$ cat src/hw/cmp_ctrl_pkg.sv
// Package for the analog comparator control block.
// Assumes an APB slave with 32-bit data, one register per aligned word.
package cmp_ctrl_pkg;

	// ----------------------------------------
	// Register map (byte addresses)
	// ----------------------------------------
	localparam logic [7:0] OFS_COMPARATOR_CONTROL = 8'h00;
	localparam logic [7:0] OFS_IRQ_CONTROL        = 8'h04;
	localparam logic [7:0] OFS_PORT_CONTROL       = 8'h08;
	localparam logic [7:0] OFS_PORT_DATA          = 8'h0C;

	// ----------------------------------------
	// Comparator control field positions
	// ----------------------------------------
	localparam int BIT_PIN_FUNCTION_SELECT    = 7;
	localparam int BIT_COMPARATOR_POWER_ON    = 6;
	localparam int BIT_OUTPUT_POLARITY_INVERT = 5;
	localparam int BIT_COMPARATOR_RESULT      = 4;
	localparam int BIT_OUTPUT_PATH_SELECT     = 3;
	localparam int BIT_HYSTERESIS_ON          = 0;

	// ----------------------------------------
	// Primary interrupt control field positions
	// ----------------------------------------
	localparam int BIT_COMPARATOR_IRQ_FLAG   = 5;
	localparam int BIT_COMPARATOR_IRQ_ENABLE = 2;
	localparam int BIT_GLOBAL_IRQ_ENABLE     = 0;

	// ----------------------------------------
	// Reset values and write masks
	// ----------------------------------------
	localparam logic [7:0] RST_COMPARATOR_CONTROL = 8'h81;
	localparam logic [7:0] RST_IRQ_CONTROL        = 8'h00;
	localparam logic [7:0] WMASK_COMPARATOR_CTRL  = 8'hE9;
	localparam logic [7:0] WMASK_IRQ_CONTROL      = 8'h25;

	// ----------------------------------------
	// Synchroniser depth
	// ----------------------------------------
	localparam int SYNC_STAGES = 2;

endpackage : cmp_ctrl_pkg

$ cat src/hw/analog_comparator_control.sv
// Control and status logic around one analog comparator, APB slave.
// Assumes the analog macro accepts power, hysteresis and pull-up
// disconnect levels and returns an asynchronous raw compare output.
//
// Overview of operation
// - Pin select connects comparator inputs, drops I/O
// - Pin select alone disconnects input pull-highs
// - Power bit zero switches comparator fully off
// - Polarity bit inverts raw result when set
// - Result bit read-only, follows compare and polarity
// - Path zero with pin select drives output pin
// - Otherwise output stays internal, pin is input only
// - Hysteresis bit adds positive feedback
// - Control bits two and one read zero
// - Every result change sets interrupt flag unless power goes off on that edge
// - Vector only when flag and enable set
// - Event comes from result bit, not pin
// - Flag setting in sleep or idle wakes
// - Enabled comparator keeps running while asleep
// - Shared pin in comparator use reads zero when control is one
// - Flag bit5, enable bit2, both reset zero
// - Global enable zero blocks comparator interrupt
`timescale 1ns/100ps
`default_nettype none
module analog_comparator_control #(
	parameter int SHARED_PINS = 3
) (
	input  wire logic                    clk_sys,
	input  wire logic                    sys_rst,
	input  wire logic                    psel,
	input  wire logic                    penable,
	input  wire logic                    pwrite,
	input  wire logic [7:0]              paddr,
	input  wire logic [31:0]             pwdata,
	output logic      [31:0]             prdata,
	output logic                         pready,
	output logic                         pslverr,
	input  wire logic                    raw_compare,
	input  wire logic                    cpu_sleeping,
	input  wire logic [SHARED_PINS-1:0]  pin_level,
	output logic                         comparator_power,
	output logic                         hysteresis_on,
	output logic                         comparator_inputs_sel,
	output logic                         pull_high_disconnect,
	output logic                         comparator_output_pin,
	output logic                         comparator_output_pin_oe,
	output logic                         comparator_irq_request,
	output logic                         wake_request,
	output logic [SHARED_PINS-1:0]       port_out,
	output logic [SHARED_PINS-1:0]       port_oe
);
	import cmp_ctrl_pkg::*;

	// ----------------------------------------
	// Elaboration check
	// ----------------------------------------
	// Two input pins plus the output pin; the pin map needs all three
	if (SHARED_PINS != 3) begin : g_bad_pins
		$error("SHARED_PINS must be 3");
	end

	// ----------------------------------------
	// Registers and wires
	// ----------------------------------------
	logic [7:0]             ctrl_ff;
	logic [7:0]             nxt_ctrl;
	logic [7:0]             irqc_ff;
	logic [7:0]             nxt_irqc;
	logic [SHARED_PINS-1:0] pctl_ff;
	logic [SHARED_PINS-1:0] pdat_ff;
	logic                   result_ff;
	logic [31:0]            rdata_ff;
	logic                   slverr_ff;
	logic                   sync_raw;
	logic                   polar_res;
	logic                   flag_now;
	logic                   flag_set;
	logic                   wr_ctrl;
	logic                   wr_irqc;
	logic                   wr_pctl;
	logic                   wr_pdat;
	logic                   access;
	logic                   hit;
	logic                   cmp_active;
	logic                   pin_func;
	logic [SHARED_PINS-1:0] port_read;
	logic [31:0]            rd_mux;

	// Address match for one register offset
	function automatic logic wr_hit(input logic [7:0] a, input logic [7:0] ofs);
		wr_hit = (a == ofs);
	endfunction : wr_hit

	// ----------------------------------------
	// APB decode
	// ----------------------------------------
	// Zero wait states: every access completes in its first access cycle
	assign access  = psel && penable;
	assign hit     = wr_hit(paddr, OFS_COMPARATOR_CONTROL) || wr_hit(paddr, OFS_IRQ_CONTROL)
		|| wr_hit(paddr, OFS_PORT_CONTROL) || wr_hit(paddr, OFS_PORT_DATA);
	assign wr_ctrl = access && pwrite && wr_hit(paddr, OFS_COMPARATOR_CONTROL);
	assign wr_irqc = access && pwrite && wr_hit(paddr, OFS_IRQ_CONTROL);
	assign wr_pctl = access && pwrite && wr_hit(paddr, OFS_PORT_CONTROL);
	assign wr_pdat = access && pwrite && wr_hit(paddr, OFS_PORT_DATA);
	assign pready  = 1'b1;
	assign prdata  = rdata_ff;
	assign pslverr = slverr_ff;

	// ----------------------------------------
	// Control register
	// ----------------------------------------
	// Writable bits only; result and bits two/one never stored from the bus
	assign nxt_ctrl = wr_ctrl ? (pwdata[7:0] & WMASK_COMPARATOR_CTRL) : ctrl_ff;

	assign pin_func         = ctrl_ff[BIT_PIN_FUNCTION_SELECT];
	assign cmp_active       = pin_func && ctrl_ff[BIT_COMPARATOR_POWER_ON];
	assign comparator_power = ctrl_ff[BIT_COMPARATOR_POWER_ON];
	assign hysteresis_on    = ctrl_ff[BIT_HYSTERESIS_ON];
	assign comparator_inputs_sel = pin_func;
	assign pull_high_disconnect  = pin_func;

	// ----------------------------------------
	// Result path
	// ----------------------------------------
	cmp_sync u_sync (
		.clk_sys  (clk_sys),
		.sys_rst  (sys_rst),
		.async_in (raw_compare),
		.sync_out (sync_raw)
	);

	assign polar_res = sync_raw ^ ctrl_ff[BIT_OUTPUT_POLARITY_INVERT];

	// Result freezes while powered off, so a dead input gives no events
	always_ff @(posedge clk_sys) begin
		if (sys_rst) begin
			result_ff <= 1'b0;
		end else if (comparator_power) begin
			result_ff <= polar_res;
		end
	end

	// ----------------------------------------
	// Interrupt flag and request
	// ----------------------------------------
	// Edges of the stored result bit, never of the pin
	cmp_edge_flag u_flag (
		.clk_sys (clk_sys),
		.sys_rst (sys_rst),
		.sample  (result_ff),
		.track   (comparator_power),
		.sw_we   (wr_irqc),
		.sw_val  (pwdata[BIT_COMPARATOR_IRQ_FLAG]),
		.flag    (flag_now),
		.changed (flag_set)
	);

	assign nxt_irqc = wr_irqc ? (pwdata[7:0] & WMASK_IRQ_CONTROL) : irqc_ff;

	assign comparator_irq_request = flag_now && irqc_ff[BIT_COMPARATOR_IRQ_ENABLE]
		&& irqc_ff[BIT_GLOBAL_IRQ_ENABLE];
	// Only a fresh setting wakes; a preset flag cannot set again
	assign wake_request = cpu_sleeping && flag_set && !flag_now;

	// ----------------------------------------
	// Output pin routing
	// ----------------------------------------
	assign comparator_output_pin    = result_ff;
	assign comparator_output_pin_oe = pin_func && !ctrl_ff[BIT_OUTPUT_PATH_SELECT];

	// Inputs on pins 0 and 1 lose I/O; pin 2 drives only while the comparator output is routed out
	assign port_out = pdat_ff;
	assign port_oe  = ~pctl_ff & {comparator_output_pin_oe, ~pin_func, ~pin_func};

	// ----------------------------------------
	// Shared pin read-back
	// ----------------------------------------
	// Comparator pins read zero if input-configured, else the data latch
	assign port_read[0] = pin_func ? (pctl_ff[0] ? 1'b0 : pdat_ff[0]) : pin_level[0];
	assign port_read[1] = pin_func ? (pctl_ff[1] ? 1'b0 : pdat_ff[1]) : pin_level[1];
	assign port_read[2] = comparator_output_pin_oe ? (pctl_ff[2] ? 1'b0 : pdat_ff[2]) : pin_level[2];

	// ----------------------------------------
	// Read mux
	// ----------------------------------------
	assign rd_mux =
		wr_hit(paddr, OFS_COMPARATOR_CONTROL) ?
			{24'h000000, ctrl_ff[7:5], result_ff, ctrl_ff[3:0]} :
		wr_hit(paddr, OFS_IRQ_CONTROL) ?
			{24'h000000, irqc_ff[7:6], flag_now, irqc_ff[4:0]} :
		wr_hit(paddr, OFS_PORT_CONTROL) ? {29'h0000000, pctl_ff} :
		wr_hit(paddr, OFS_PORT_DATA) ? {29'h0000000, port_read} :
		32'h00000000;

	// ----------------------------------------
	// Register update
	// ----------------------------------------
	always_ff @(posedge clk_sys) begin
		if (sys_rst) begin
			ctrl_ff   <= RST_COMPARATOR_CONTROL;
			irqc_ff   <= RST_IRQ_CONTROL;
			pctl_ff   <= '1;
			pdat_ff   <= '0;
			rdata_ff  <= 32'h00000000;
			slverr_ff <= 1'b0;
		end else begin
			ctrl_ff   <= nxt_ctrl;
			irqc_ff   <= nxt_irqc;
			pctl_ff   <= wr_pctl ? pwdata[SHARED_PINS-1:0] : pctl_ff;
			pdat_ff   <= wr_pdat ? pwdata[SHARED_PINS-1:0] : pdat_ff;
			// Read data registered in setup so it is valid in the access cycle
			rdata_ff  <= (psel && !penable && !pwrite) ? rd_mux : rdata_ff;
			slverr_ff <= psel && !penable && !hit;
		end
	end

	// cmp_active kept for clarity of gating intent
	logic unused_ok;
	assign unused_ok = cmp_active;

endmodule : analog_comparator_control
`default_nettype wire

$ cat src/hw/cmp_edge_flag.sv
// Sticky change-detect flag with software read/write access.
// Assumes the sample input is already synchronous to clk_sys.
`timescale 1ns/100ps
`default_nettype none
module cmp_edge_flag (
	input  wire logic clk_sys,
	input  wire logic sys_rst,
	input  wire logic sample,
	input  wire logic track,
	input  wire logic sw_we,
	input  wire logic sw_val,
	output logic      flag,
	output logic      changed
);
	logic last_ff;
	logic flag_ff;
	logic nxt_flag;

	// A change is only seen while tracking; set beats software clear
	assign changed  = track && (sample != last_ff);
	assign nxt_flag = changed ? 1'b1 : (sw_we ? sw_val : flag_ff);

	always_ff @(posedge clk_sys) begin
		if (sys_rst) begin
			last_ff <= 1'b0;
			flag_ff <= 1'b0;
		end else begin
			last_ff <= sample;
			flag_ff <= nxt_flag;
		end
	end

	assign flag = flag_ff;

endmodule : cmp_edge_flag
`default_nettype wire

$ cat src/hw/cmp_sync.sv
// Two-stage level synchroniser for the raw comparator output.
// Assumes the input is asynchronous to clk_sys.
`timescale 1ns/100ps
`default_nettype none
module cmp_sync (
	input  wire logic clk_sys,
	input  wire logic sys_rst,
	input  wire logic async_in,
	output logic      sync_out
);
	import cmp_ctrl_pkg::*;

	logic meta_ff;
	logic hold_ff;

	// First stage feeds only the second stage
	always_ff @(posedge clk_sys) begin
		if (sys_rst) begin
			meta_ff <= 1'b0;
			hold_ff <= 1'b0;
		end else begin
			meta_ff <= async_in;
			hold_ff <= meta_ff;
		end
	end

	assign sync_out = hold_ff;

endmodule : cmp_sync
`default_nettype wire

$ cat config.mk
export PLATFORM = sky130hd
export DESIGN_NAME = analog_comparator_control
export DESIGN_NICKNAME = d
export VERILOG_FILES = /design/src/hw/cmp_ctrl_pkg.sv /design/src/hw/analog_comparator_control.sv /design/src/hw/cmp_edge_flag.sv /design/src/hw/cmp_sync.sv
export SDC_FILE = /design/constraint.sdc
export NUM_CORES = 1
export LEC_CHECK = 0
export ABC_AREA = 1
export BUFFER_PORTS_ARGS = -buffer_cell sky130_fd_sc_hd__buf_2
export CAP_MARGIN = 30
export CORE_MARGIN = 2
export CORE_UTILIZATION = 42
export CTS_CLUSTER_SIZE = 25
export DETAILED_ROUTE_END_ITERATION = 12
export PLACE_DENSITY = 0.84
export SETUP_SLACK_MARGIN = 0.4
export SYNTH_ARGS = -nofsm -noshare
export SYNTH_HDL_FRONTEND = slang
export SYNTH_HIERARCHICAL = 1
export SYNTH_SLANG_ARGS = --single-unit
$ cat constraint.sdc
create_clock -name clk_sys -period 1.5 [get_ports clk_sys]
set_clock_uncertainty 0.05 [all_clocks]
set_input_delay 0.3 -clock clk_sys [delete_from_list [all_inputs] [get_ports clk_sys]]
set_output_delay 0.3 -clock clk_sys [all_outputs]
set_load 0.03 [all_outputs]
==> qor.tcl, run 1 <==
set qor(globalplace.congestion) 0.809
set qor(first_iter_violations) 52
set qor(min_delay_worst_endpoint) {u_sync/meta_ff}
set qor(post-dp-hpwl_mm) 2.52
set qor(hold-path-cell-count) 3
set qor(critical_path.cell_chain) {inv_2, nand2_2, nand3_2, inv_2, nand2_2, nor2_4, buf_6}
set qor(synth_largest_type_area_fraction_pct) 35.0
set qor(cts.hold.buffers_added) 0
set qor(synth_enable_flop_cells) 0
set qor(io-pin-count) 98
set qor(clock_root_buffer) {sky130_fd_sc_hd__clkbuf_8}
set qor(min-delay-start) {raw_compare}
set qor(h-tree-depth) 1
set qor(synth.top_cells.by_count) {sky130_fd_sc_hd__nand2_1, sky130_fd_sc_hd__dfxtp_1, sky130_fd_sc_hd__inv_1, sky130_fd_sc_hd__buf_4, sky130_fd_sc_hd__nor2_1}
set qor(netlist.top_cell.by_area) {sky130_fd_sc_hd__dfxtp_1}
set qor(die_height_um) 64.7
set qor(rsz0062_at_grt) {true}
set qor(antenna_cells_inserted) 0
set qor(vdd_ir_drop_max_v) 0.000406
set qor(synth.distinct_cells) 27
set qor(initial_utilization_pct) 42.9
set qor(worst-endpoint-arrival_ns) 1.12
set qor(report.final.slew_viol_count) 0
set qor(cell_internal_pwr_mw) 0.994
set qor(worst_setup_hold_path_clk_slew_ns) 0.10
set qor(r2r_setup_slk_ns) 0.23
set qor(most_frequent_cell_after_synthesis) {sky130_fd_sc_hd__nand2_1}
set qor(yosysWarnings) 6
set qor(synth-async-reset-ratio_pct) 0
set qor(design.die.area_mm2) 0.00418
set qor(utilization_pct) 65.4
set qor(wirelength_mm) 4.31
set qor(pwr_density_cell_mw_per_mm2) 611
set qor(clock_path_buffers) 2
set qor(critPathLaunchType) {register}
set qor(hold_path.class) {in -> reg}
set qor(grt_ovf) 0
set qor(grt_first_pass_wirelength_mm) 6.04
set qor(p_sw_mw) 0.449
set qor(post-route-min-period_ns) 1.47
set qor(seq_area_frac_synth_pct) 35.0
set qor(drc) 0
set qor(fin_crit_sh_pct) 97.8
set qor(wl_per_cell_um) 12.9
set qor(destination_of_the_worst_register_to_register_timing_path) {prdata[2]}
set qor(cts_tree) {done}
set qor(inserted_clock_buffers) 3
set qor(route.vias.total) 1590
set qor(preCtsSetupSlack_ns) 0.0797
set qor(cts_sinks) 27
set qor(power_frac_clock_pct) 30.1
set qor(mappedNetlistArea_mm2) 0.00155
set qor(antenna_violations_before_repair) 0
set qor(insertion_delay_of_the_later_clocked_pin_in_the_worst_skew_pair_ns) 0.28
set qor(place.port_buffers) 47
set qor(maxClockFrequency_mhz) 682
set qor(most_frequently_used_flop_master_after_synthesis) {sky130_fd_sc_hd__dfxtp_1}
set qor(critical_path.reg2reg.startpoint) {ctrl_ff[7]}
set qor(synth.ff_latch_count) 27
set qor(syn_inst) 213
set qor(critical_path_peak_fanout) 3
set qor(synth_area_leaders) {sky130_fd_sc_hd__dfxtp_1, sky130_fd_sc_hd__buf_4, sky130_fd_sc_hd__nand2_1, sky130_fd_sc_hd__inv_1, sky130_fd_sc_hd__nor2_1}
set qor(critical-path-top-delay-family) {flip-flops}
set qor(groute.usage.overall_pct) 18.2
set qor(outcome) {finished clean}
set qor(setup.worst_path.class) {reg -> out}
set qor(slew_headroom_pct) 63.6
set qor(finalSetupTns_ns) 0
set qor(seqPwrFrac_pct) 50.7
set qor(cellLeakagePower_nw) 1.17
set qor(syn_avg_cell_area_um2) 7.26
set qor(std_cell_core_area_mm2) 0.00361
set qor(sw_frac_of_total_pct) 31.1
set qor(fin_nets) 338
set qor(r2r_cells) 9
set qor(timing.critical_path.slowest_stage_cell) {sky130_fd_sc_hd__dfxtp_4}
set qor(antenna_violating_nets_post_route) 0
set qor(critPathMaxStageDelay_ns) 0.37
set qor(startpoint) {comparator_output_pin}
set qor(syn_to_final_growth_pct) 52.6
set qor(power.share.combinational_pct) 19.2
set qor(worstPathRequired_ns) 1.15
set qor(first_global_vias) 1355
set qor(num-fill-cells) 294
set qor(critPathCaptureType) {primary output}
set qor(vias_per_cell) 4.75
set qor(critical_path_buf_inv_count) 3
set qor(maxCapViolCount) 0
set qor(chipWidth_um) 64.7
set qor(grt_max_degree) 18
set qor(worst_slew_pin_slew_ns) 0.545
set qor(row_count) 22
set qor(drtPass1Iterations) 5
set qor(drive_gt1_share_pct) 54.0
set qor(worst_case_setup_margin_in_the_final_layout_ns) 0.0327
set qor(finalSetupViolCount) 0
set qor(fin_hold_viols) 0
-- layer usage --
layer / GRT usage [%] / vias to the layer above / part of all wire, %
met5: 0 / - / 0
met4: 5.59 / 0 / 1.5
met3: 3.30 / 7 / 7.2
met2: 29.8 / 82 / 52
met1: 24.5 / 732 / 40
li1: - / 769 / -
-- how the worst max path moves through the flow --
stage	slack, ns	end	cells after the start
floorplan	0.27	wake_request	6
global placement	0.11	prdata[6]	5
detailed placement	0.08	prdata[6]	5
CTS	0.01	wake_request	7
global route	-0.04	wake_request	7
finish	0.03	wake_request	7
-- worst min-delay path, cell delays in order --
cell                     delay (ns)
sky130_fd_sc_hd__buf_2         0.10
sky130_fd_sc_hd__inv_1         0.04
sky130_fd_sc_hd__nor2_1        0.03
-- timing repair --
item                                    4_1_cts  5_1_grt
resized for setup                            72       36
setup buffers                                17        9
endpoints found under the setup margin       27       37
pin swaps                                     9       14
endpoints found under the hold margin         0        0
-- stage by stage --
stage	std cells	total power, mW	hold WS [ns]	instance area [µm²]
after floorplan	236	0.967	0.312	1710
after global placement	305	0.983	0.342	1810
after detailed placement	305	0.986	0.345	1810
after CTS	326	1.43	0.167	2190
after global routing	335	1.50	0.159	2360
final	335	1.44	0.167	2360
-- power by group through the flow --
stage | clock [mW] | sequential [mW] | combinational, mW
after floorplan | 0 | 0.767 | 0.201
after global routing | 0.469 | 0.733 | 0.296
final | 0.434 | 0.731 | 0.277
after CTS | 0.439 | 0.732 | 0.257
after global placement | 0 | 0.747 | 0.236
after detailed placement | 0 | 0.747 | 0.239
-- cells by family after synthesis --
kind of cell	after synthesis	synth area share (%)
AOI/OAI and AO/OA	37	15.2
xor gates and xnor gates	1	0.566
and+or+nand+nor	85	27.1
DFF	27	35.0
buffers and inverters	61	21.7
other	2	0.486
-- flip-flops by register name, summed over array words and instances (netlist names) --
register               cells
irqc_ff                    2
ctrl_ff                    5
u_flag/last_ff             1
prdata                     8
port_out                   3
pctl_ff                    3
u_sync/meta_ff             1
u_flag/flag                1
u_sync/sync_out            1
comparator_output_pin      1
pslverr                    1
-- final cells by class --
type | count | area, µm² | area share [%]
Clock inverter | 1 | 7.51 | 0.318
Timing Repair Buffer | 75 | 628 | 26.6
Sequential cell | 27 | 576 | 24.4
Clock buffer | 3 | 41.3 | 1.75
Tap cell | 48 | 60.1 | 2.55
Inverter | 33 | 134 | 5.67
Multi-Input combinational cell | 148 | 913 | 38.7
-- cells in the final DEF (no fill, tap or decap), types with 2 or more instances in the layout --
cell	n
sky130_fd_sc_hd__nand2_4	7
sky130_fd_sc_hd__inv_1	21
sky130_fd_sc_hd__nand2_2	8
sky130_fd_sc_hd__nor2_4	12
sky130_fd_sc_hd__a21oi_2	3
sky130_fd_sc_hd__o21ai_1	10
sky130_fd_sc_hd__nand3_1	10
sky130_fd_sc_hd__a211oi_2	4
sky130_fd_sc_hd__nand3_2	3
sky130_fd_sc_hd__nor2_1	11
sky130_fd_sc_hd__nand4_1	2
sky130_fd_sc_hd__o21ai_2	3
sky130_fd_sc_hd__nor3_4	2
sky130_fd_sc_hd__dfxtp_2	16
sky130_fd_sc_hd__buf_2	24
sky130_fd_sc_hd__nand2_1	27
sky130_fd_sc_hd__conb_1	25
sky130_fd_sc_hd__o211ai_1	4
sky130_fd_sc_hd__buf_6	30
sky130_fd_sc_hd__a21oi_1	9
sky130_fd_sc_hd__inv_4	2
sky130_fd_sc_hd__inv_2	9
sky130_fd_sc_hd__buf_4	20
sky130_fd_sc_hd__dfxtp_1	7
sky130_fd_sc_hd__dfxtp_4	4
sky130_fd_sc_hd__o21ai_0	3
sky130_fd_sc_hd__clkbuf_8	3
No activity file was read; power rests on OpenSTA's default activity.
==> run 2: changes to the inputs <==
Settings changed: SYNTH_HIERARCHICAL 1 to not set.
==> run 2 against run 1 <==
The flow now finishes with violations (setup timing). First-iteration DRC count down 9.6%. Register-to-register slack better by 0.06 ns. Cell area down 5.5%. Sequential cell count unchanged. Hold slack better by 0.012 ns. Final cell count down 4.2%. Combinational power down 7.6%. Global-route usage down 0.74 points. Worst setup slack worse by 0.051 ns. Synthesized area about the same. Wire length down 14%. Synthesized cell count down 1.4%. Largest power group unchanged.
==> qor.tcl, run 2 <==
set qor(layout_common_cells) {sky130_fd_sc_hd__nand2_1, sky130_fd_sc_hd__conb_1, sky130_fd_sc_hd__buf_6, sky130_fd_sc_hd__buf_2, sky130_fd_sc_hd__inv_1}
set qor(wirelength_mm) 3.70 ;# -14%
set qor(first_global_vias) 1232 ;# -9.1%
set qor(first_iter_violations) 47 ;# -9.6%
set qor(drtPass1Iterations) 4 ;# -1
set qor(antenna_violations_before_repair) 0 ;# unchanged
set qor(post-route-min-period_ns) 1.52 ;# +0.0508 ns
set qor(min_delay_worst_endpoint) {u_sync.meta_ff}
set qor(destination_of_the_worst_register_to_register_timing_path) {prdata[2]}
set qor(die_height_um) 64.7 ;# about the same
set qor(violations) {setup timing}
set qor(synth_enable_flop_cells) 0 ;# unchanged
set qor(inserted_clock_buffers) 3 ;# unchanged
set qor(syn_avg_cell_area_um2) 7.36 ;# +1.3%
set qor(mappedNetlistArea_mm2) 0.00155 ;# about the same
set qor(most_frequent_cell_after_synthesis) {sky130_fd_sc_hd__nand2_1}
set qor(initial_utilization_pct) 42.9 ;# about the same
set qor(clock_path_buffers) 2 ;# unchanged
set qor(vias_per_cell) 4.60 ;# -3.1%
set qor(finalSetupViolCount) 1 ;# +1
set qor(critPathCaptureType) {primary output}
set qor(stdcell_area_mm2) 0.00223 ;# -5.5%
set qor(maxCapViolCount) 0 ;# unchanged
set qor(route.vias.total) 1476 ;# -7.2%
set qor(drc) 0 ;# unchanged
set qor(r2r_cells) 9 ;# unchanged
set qor(mostFrequentLayoutCell) {sky130_fd_sc_hd__nand2_1}
set qor(synth_xor_xnor_area_share_pct) 0.567 ;# about the same
set qor(worst-endpoint-arrival_ns) 1.17 ;# +0.05 ns
set qor(fin_hold_viols) 0 ;# unchanged
set qor(worstPathRequired_ns) 1.15 ;# about the same
set qor(synth_simple_gate_area_share_pct) 30.0 ;# +2.9 points
set qor(grt_first_pass_wirelength_mm) 5.72 ;# -5.3%
set qor(setup.worst_path.class) {reg -> out}
set qor(critical-path-top-delay-family) {flip-flops}
set qor(hold_path.class) {in -> reg}
set qor(drive_gt1_share_pct) 51.3 ;# -2.7 points
set qor(synth_compound_gate_area_share_pct) 13.4 ;# -1.8 points
set qor(hold-path-cell-count) 3 ;# unchanged
set qor(grt_ovf) 0 ;# unchanged
set qor(yosysWarnings) 0 ;# -6
set qor(synth_largest_type_area_fraction_pct) 35.0 ;# about the same
set qor(report.final.slew_viol_count) 0 ;# unchanged
set qor(cts.hold.buffers_added) 0 ;# unchanged
set qor(timing.critical_path.slowest_stage_cell) {sky130_fd_sc_hd__dfxtp_4}
set qor(fin_crit_sh_pct) 101 ;# +3.4 points
set qor(r2r_setup_slk_ns) 0.29 ;# +0.06 ns
set qor(synth_top_family_by_area) {simple AND/OR/NAND/NOR gates}
set qor(critPathMaxStageDelay_ns) 0.36 ;# about the same
set qor(cell_internal_pwr_mw) 0.982 ;# -1.1%
set qor(io-pin-count) 98 ;# unchanged
set qor(placed_area_mm2) 0.00179 ;# -0.76%
set qor(startpoint) {ctrl_ff[6]}
set qor(wl_per_cell_um) 11.5 ;# -10%
set qor(cellLeakagePower_nw) 1.09 ;# -7.1%
set qor(largest_register_ffs) 8 ;# unchanged
set qor(synth.ff_latch_count) 27 ;# unchanged
set qor(post-dp-hpwl_mm) 2.56 ;# +1.3%
set qor(syn_inst) 210 ;# -1.4%
set qor(insertion_delay_of_the_later_clocked_pin_in_the_worst_skew_pair_ns) 0.26 ;# -0.02 ns
set qor(pwr_density_cell_mw_per_mm2) 621 ;# +1.6%
set qor(globalplace.congestion) 0.848 ;# +4.8%
set qor(syn_to_final_growth_pct) 44.3
set qor(power.share.combinational_pct) 18.5 ;# -0.7 points
set qor(synth_area_leaders) {sky130_fd_sc_hd__dfxtp_1, sky130_fd_sc_hd__buf_4, sky130_fd_sc_hd__nand2_1, sky130_fd_sc_hd__nand3_1, sky130_fd_sc_hd__inv_1}
set qor(seq_area_frac_synth_pct) 35.0 ;# about the same
set qor(antenna_violating_nets_post_route) 0 ;# unchanged
set qor(h-tree-depth) 1 ;# unchanged
set qor(synth.top_cells.by_count) {sky130_fd_sc_hd__nand2_1, sky130_fd_sc_hd__buf_4, sky130_fd_sc_hd__dfxtp_1, sky130_fd_sc_hd__inv_1, sky130_fd_sc_hd__nor2_1}
set qor(seqPwrFrac_pct) 52.5 ;# +1.8 points
set qor(numPlacedInstances) 303 ;# -0.66%
set qor(cts_tree) {done}
set qor(netlist.top_cell.by_area) {sky130_fd_sc_hd__dfxtp_1}
set qor(critical_path_buf_inv_count) 2 ;# -1
set qor(critical_path_peak_fanout) 2 ;# -1
set qor(antenna_cells_inserted) 0 ;# unchanged
set qor(row_count) 22 ;# unchanged
set qor(synth-async-reset-ratio_pct) 0 ;# unchanged
set qor(synth.distinct_cells) 27 ;# unchanged
set qor(design.die.area_mm2) 0.00418 ;# about the same
set qor(worst_setup_hold_path_clk_slew_ns) 0.08 ;# -0.02 ns
set qor(instances_no_fill) 321 ;# -4.2%
set qor(min-delay-start) {raw_compare}
set qor(std_cell_core_area_mm2) 0.00361 ;# unchanged
set qor(critical_path.reg2reg.startpoint) {ctrl_ff[7]}
set qor(outcome) {finished with violations}
set qor(chipWidth_um) 64.7 ;# about the same
set qor(rsz0062_at_grt) {true}
set qor(grt_max_degree) 15 ;# -3
set qor(place.port_buffers) 47 ;# unchanged
set qor(cts_sinks) 27 ;# unchanged
set qor(multiplexer_share_of_the_synthesized_area_pct) 0 ;# unchanged
set qor(vdd_ir_drop_max_v) 0.000275 ;# -32%
set qor(p_sw_mw) 0.402 ;# -10%
set qor(groute.usage.overall_pct) 17.5 ;# -0.74 points
set qor(maxClockFrequency_mhz) 659 ;# -3.3%
set qor(post-layout-total-power_mw) 1.38 ;# -4.0%
set qor(adder_and_majority_gate_portion_of_the_synthesized_area_pct) 0 ;# unchanged
set qor(sw_frac_of_total_pct) 29.0 ;# -2.1 points
set qor(fin_nets) 324 ;# -4.1%
set qor(most_frequently_used_flop_master_after_synthesis) {sky130_fd_sc_hd__dfxtp_1}
set qor(worst_case_setup_margin_in_the_final_layout_ns) -0.0181 ;# -0.0508 ns
set qor(critPathLaunchType) {register}
set qor(critical_path.cell_chain) {inv_4, a21oi_2, o21ai_2, nor3b_4, buf_6}
set qor(clock_root_buffer) {sky130_fd_sc_hd__clkbuf_8}
set qor(power_frac_clock_pct) 29.0 ;# -1.1 points
==> run 2: changes by cell type after synthesis, sizes merged, moves of 2 or more <==
cell   delta
inv       -8
nand3     +4
nor2      +5
nor3      -3
a21oi     -3
nand4     -2
==> run 2: final cells by class <==
cell class	count	area, µm²
well taps	48	60.1
fillers	324	1380
repair buffers	65	542
flip-flops and latches	27	579
clock buffers	4	45.0
multi-input cells	151	891
inverters	26	113
==> run 2: cell families after synthesis <==
| kind of cell | Yosys count |
|---|---|
| xor gates and xnor gates | 1 |
| other | 2 |
| DFF | 27 |
| AOI/OAI and AO/OA | 32 |
| and+or+nand+nor | 93 |
| buffers and inverters | 55 |
==> run 2: routing by layer <==
layer / up-vias / global-route usage [%] / part of all wire [%]
li1: 747 / - / -
met1: 657 / 23.5 / 43
met2: 64 / 28.9 / 49
met3: 8 / 2.95 / 6.3
met4: 0 / 5.05 / 1.9
met5: - / 0 / 0
==> run 2: worst reg2reg max path: cells and delay by family, from the launching register on <==
kind | cells | cell delay [ns]
AO/OA/AOI/OAI | 1 | 0.10
flip-flops | 1 | 0.43
buffers and inverters | 2 | 0.20
AND/OR/NAND/NOR | 6 | 0.39
==> run 2: worst max-delay path by stage <==
stage,end,slack (ns),cells after the start
final,wake_request,-0.02,5
after global routing,wake_request,-0.08,5
after CTS,wake_request,-0.03,5
after detailed placement,prdata[3],0.15,7
after global placement,prdata[3],0.17,7
after floorplan,wake_request,0.15,4
==> run 2: power by group through the flow <==
| stage | clock network, mW | registers (mW) | logic, mW |
|---|---|---|---|
| floorplan | 0 | 0.762 | 0.200 |
| global placement | 0 | 0.745 | 0.231 |
| detailed placement | 0 | 0.745 | 0.233 |
| CTS | 0.411 | 0.728 | 0.244 |
| global route | 0.426 | 0.728 | 0.276 |
| finish | 0.402 | 0.727 | 0.256 |
==> run 2: timing repair <==
action / in CTS / in global routing
setup buffers: 9 / 5
pin swaps: 7 / 5
setup endpoints to repair: 25 / 28
gates resized for setup: 78 / 22
==> run 2: metrics by stage <==
step           worst slack (ns)  utilization [%]  hold WS (ns)  TNS, ns
6_report                -0.0181             61.8         0.179  -0.0181
3_3_place_gp              0.170             49.7         0.342        0
2_1_floorplan             0.149                -         0.338        0
5_1_grt                 -0.0782             61.8         0.198  -0.0782
4_1_cts                 -0.0337             59.1         0.176  -0.0337
3_5_place_dp              0.150             49.7         0.351        0
==> run 3: changes to the inputs <==
Settings changed: SETUP_SLACK_MARGIN 0.4 to 0.02.
==> run 3 against run 2 <==
The run still ends with setup timing left. Sequential cell count stayed put. Clock-buffer cell count is 1 lower. Sequential share of layout area is 3.5 points higher. Final cell count is 4.0% lower. Clock power is 3% higher. Fmax is 0.76% lower. First-iteration DRC count is 13% lower.
==> qor.tcl, run 3 (synthesis results as in run 2) <==
set qor(drive_gt1_share_pct) 36.2 ;# -15 points
set qor(multi_input_comb_area_um2) 796 ;# -11%
set qor(post-route-min-period_ns) 1.53 ;# +0.0116 ns
set qor(instances_no_fill) 308 ;# -4.0%
set qor(place.port_buffers) 47 ;# unchanged
set qor(die_height_um) 64.7 ;# unchanged
set qor(r2r_setup_slk_ns) 0.38 ;# +0.09 ns
set qor(io-pin-count) 98 ;# unchanged
set qor(cellLeakagePower_nw) 0.975 ;# -10%
set qor(vdd_ir_drop_max_v) 0.000643 ;# +130%
set qor(std_cell_core_area_mm2) 0.00361 ;# unchanged
set qor(largest_register_ffs) 8 ;# unchanged
set qor(rsz0062_at_grt) {true}
set qor(cell_internal_pwr_mw) 0.973 ;# -0.94%
set qor(worstPathRequired_ns) 1.15 ;# about the same
set qor(antenna_violating_nets_post_route) 0 ;# unchanged
set qor(chipWidth_um) 64.7 ;# unchanged
set qor(route.vias.total) 1391 ;# -5.8%
set qor(cts.hold.buffers_added) 0 ;# unchanged
set qor(numPlacedInstances) 303 ;# unchanged
set qor(clock_path_buffers) 2 ;# unchanged
set qor(grt_max_degree) 17 ;# +2
set qor(pwr_density_cell_mw_per_mm2) 741 ;# +19%
set qor(cts_tree) {done}
set qor(final.hold.worst_slack_ns) 0.176 ;# -0.00290 ns
set qor(initial_utilization_pct) 42.9 ;# unchanged
set qor(finalSetupViolCount) 1 ;# unchanged
set qor(worst_case_setup_margin_in_the_final_layout_ns) -0.0297 ;# -0.0116 ns
set qor(grt_ovf) 0 ;# unchanged
set qor(maxCapViolCount) 0 ;# unchanged
set qor(critPathLaunchType) {register}
set qor(report.final.slew_viol_count) 0 ;# unchanged
set qor(grt_first_pass_wirelength_mm) 5.53 ;# -3.3%
set qor(critPathCaptureType) {primary output}
set qor(h-tree-depth) 1 ;# unchanged
set qor(groute.usage.overall_pct) 16.4 ;# -1.1 points
set qor(antenna_cells_inserted) 0 ;# unchanged
set qor(fin_hold_viols) 0 ;# unchanged
set qor(worst_setup_hold_path_clk_slew_ns) 0.09 ;# about the same
set qor(first_global_vias) 1247 ;# +1.2%
set qor(vias_per_cell) 4.52 ;# -1.8%
set qor(row_count) 22 ;# unchanged
set qor(syn_to_final_growth_pct) 20.4
set qor(p_sw_mw) 0.406 ;# +1.0%
set qor(drc) 0 ;# unchanged
set qor(sw_frac_of_total_pct) 29.4 ;# +0.40 points
set qor(first_iter_violations) 41 ;# -13%
set qor(antenna_violations_before_repair) 0 ;# unchanged
set qor(insertion_delay_of_the_later_clocked_pin_in_the_worst_skew_pair_ns) 0.27 ;# about the same
set qor(drtPass1Iterations) 4 ;# unchanged
set qor(num-fill-cells) 362 ;# +12%
set qor(fin_nets) 311 ;# -4.0%
set qor(mostFrequentLayoutCell) {sky130_fd_sc_hd__buf_2}
set qor(register_area_um2) 549 ;# -5.2%
set qor(layout_common_cells) {sky130_fd_sc_hd__buf_2, sky130_fd_sc_hd__nand2_1, sky130_fd_sc_hd__conb_1, sky130_fd_sc_hd__dfxtp_1, sky130_fd_sc_hd__nor2_1}
set qor(cts_sinks) 27 ;# unchanged
set qor(seqPwrFrac_pct) 52.8 ;# +0.3 points
set qor(power_frac_clock_pct) 30.1 ;# +1.1 points
set qor(setup.worst_path.class) {reg -> out}
set qor(post-dp-hpwl_mm) 2.59 ;# +1.2%
set qor(fin_crit_sh_pct) 102 ;# +0.77 points
set qor(inserted_clock_buffers) 3 ;# unchanged
set qor(violations) {setup timing}
set qor(critical_path_peak_fanout) 2 ;# unchanged
set qor(maxClockFrequency_mhz) 654 ;# -0.76%
set qor(design.die.area_mm2) 0.00418 ;# unchanged
set qor(power.share.combinational_pct) 17.1 ;# -1.4 points
set qor(globalplace.congestion) 0.865 ;# +2.1%
set qor(hold_path.class) {in -> reg}
set qor(wl_per_cell_um) 10.3 ;# -10%
set qor(outcome) {finished with violations}
set qor(worst-endpoint-arrival_ns) 1.18 ;# about the same
set qor(wirelength_mm) 3.19 ;# -14%
set qor(clock_root_buffer) {sky130_fd_sc_hd__clkbuf_8}
==> run 3: cell count changes in the layout (fill, tap and decap cells not counted), moves of 3 or more <==
cell / previous run / this run
sky130_fd_sc_hd__nor2_1: 15 / 18
sky130_fd_sc_hd__nand2_1: 30 / 38
sky130_fd_sc_hd__dfxtp_4: 5 / 2
sky130_fd_sc_hd__inv_2: 4 / 8
sky130_fd_sc_hd__nor2_2: 3 / 7
sky130_fd_sc_hd__nor2_4: 10 / 3
sky130_fd_sc_hd__nand2_2: 9 / 3
sky130_fd_sc_hd__buf_4: 14 / 4
sky130_fd_sc_hd__dfxtp_2: 16 / 1
sky130_fd_sc_hd__buf_6: 25 / 1
sky130_fd_sc_hd__buf_2: 24 / 44
sky130_fd_sc_hd__dfxtp_1: 6 / 24
==> run 3: final timing paths <==
check	start	to	cells after the start
worst max-delay path	ctrl_ff[6]	wake_request	5
worst min-delay path	raw_compare	u_sync.meta_ff	3
worst max register to register	ctrl_ff[7]	prdata[2]	8
worst min register to register	u_sync.meta_ff	u_sync.sync_out	2
==> run 3: power by group through the flow <==
stage	clock network, mW	registers, mW	logic (mW)
5_1_grt	0.444	0.730	0.256
4_1_cts	0.425	0.730	0.235
3_5_place_dp	0	0.747	0.235
3_3_place_gp	0	0.747	0.232
6_report	0.414	0.729	0.236
2_1_floorplan	0	0.764	0.199
==> run 3: cell type report <==
type / count / share of cell area (%)
clock buffers: 3 / 2.22
clock inverters: 1 / 0.403
inverters: 26 / 5.25
multi-input cells: 151 / 42.8
flip-flops and latches: 27 / 29.5
well taps: 48 / 3.23
repair buffers: 52 / 16.6
==> run 3: repair_timing <==
action                     4_1_cts  5_1_grt
buffers inserted                 1        0
pin swaps                        1        0
gates resized for setup          7        3
setup endpoints to repair        3        3
==> run 3: stage by stage <==
stage / util [%] / TNS [ns] / area [µm²] / worst slack, ns / power [mW]
floorplan: - / 0 / 1650 / 0.0712 / 0.963
global placement: 49.4 / 0 / 1780 / 0.136 / 0.979
detailed placement: 49.4 / 0 / 1780 / 0.135 / 0.982
CTS: 51.5 / -0.0426 / 1860 / -0.0426 / 1.39
global route: 51.6 / -0.129 / 1860 / -0.129 / 1.43
finish: 51.6 / -0.0297 / 1860 / -0.0297 / 1.38
==> run 3: critical path, cell delays in order, from the launching register on <==
cell,delay (ns)
sky130_fd_sc_hd__dfxtp_4,0.36
sky130_fd_sc_hd__inv_2,0.04
sky130_fd_sc_hd__a21oi_2,0.10
sky130_fd_sc_hd__o21ai_2,0.09
sky130_fd_sc_hd__nor3b_4,0.18
sky130_fd_sc_hd__buf_6,0.15
==> run 3: routing by layer <==
| layer | wire length [µm] | vias to the layer above | GRT usage, % |
|---|---|---|---|
| li1 | - | 716 | - |
| met5 | 0 | - | 0 |
| met4 | 14 | 0 | 3.19 |
| met2 | 1500 | 50 | 27.9 |
| met3 | 147 | 2 | 1.22 |
| met1 | 1530 | 623 | 23.0 |
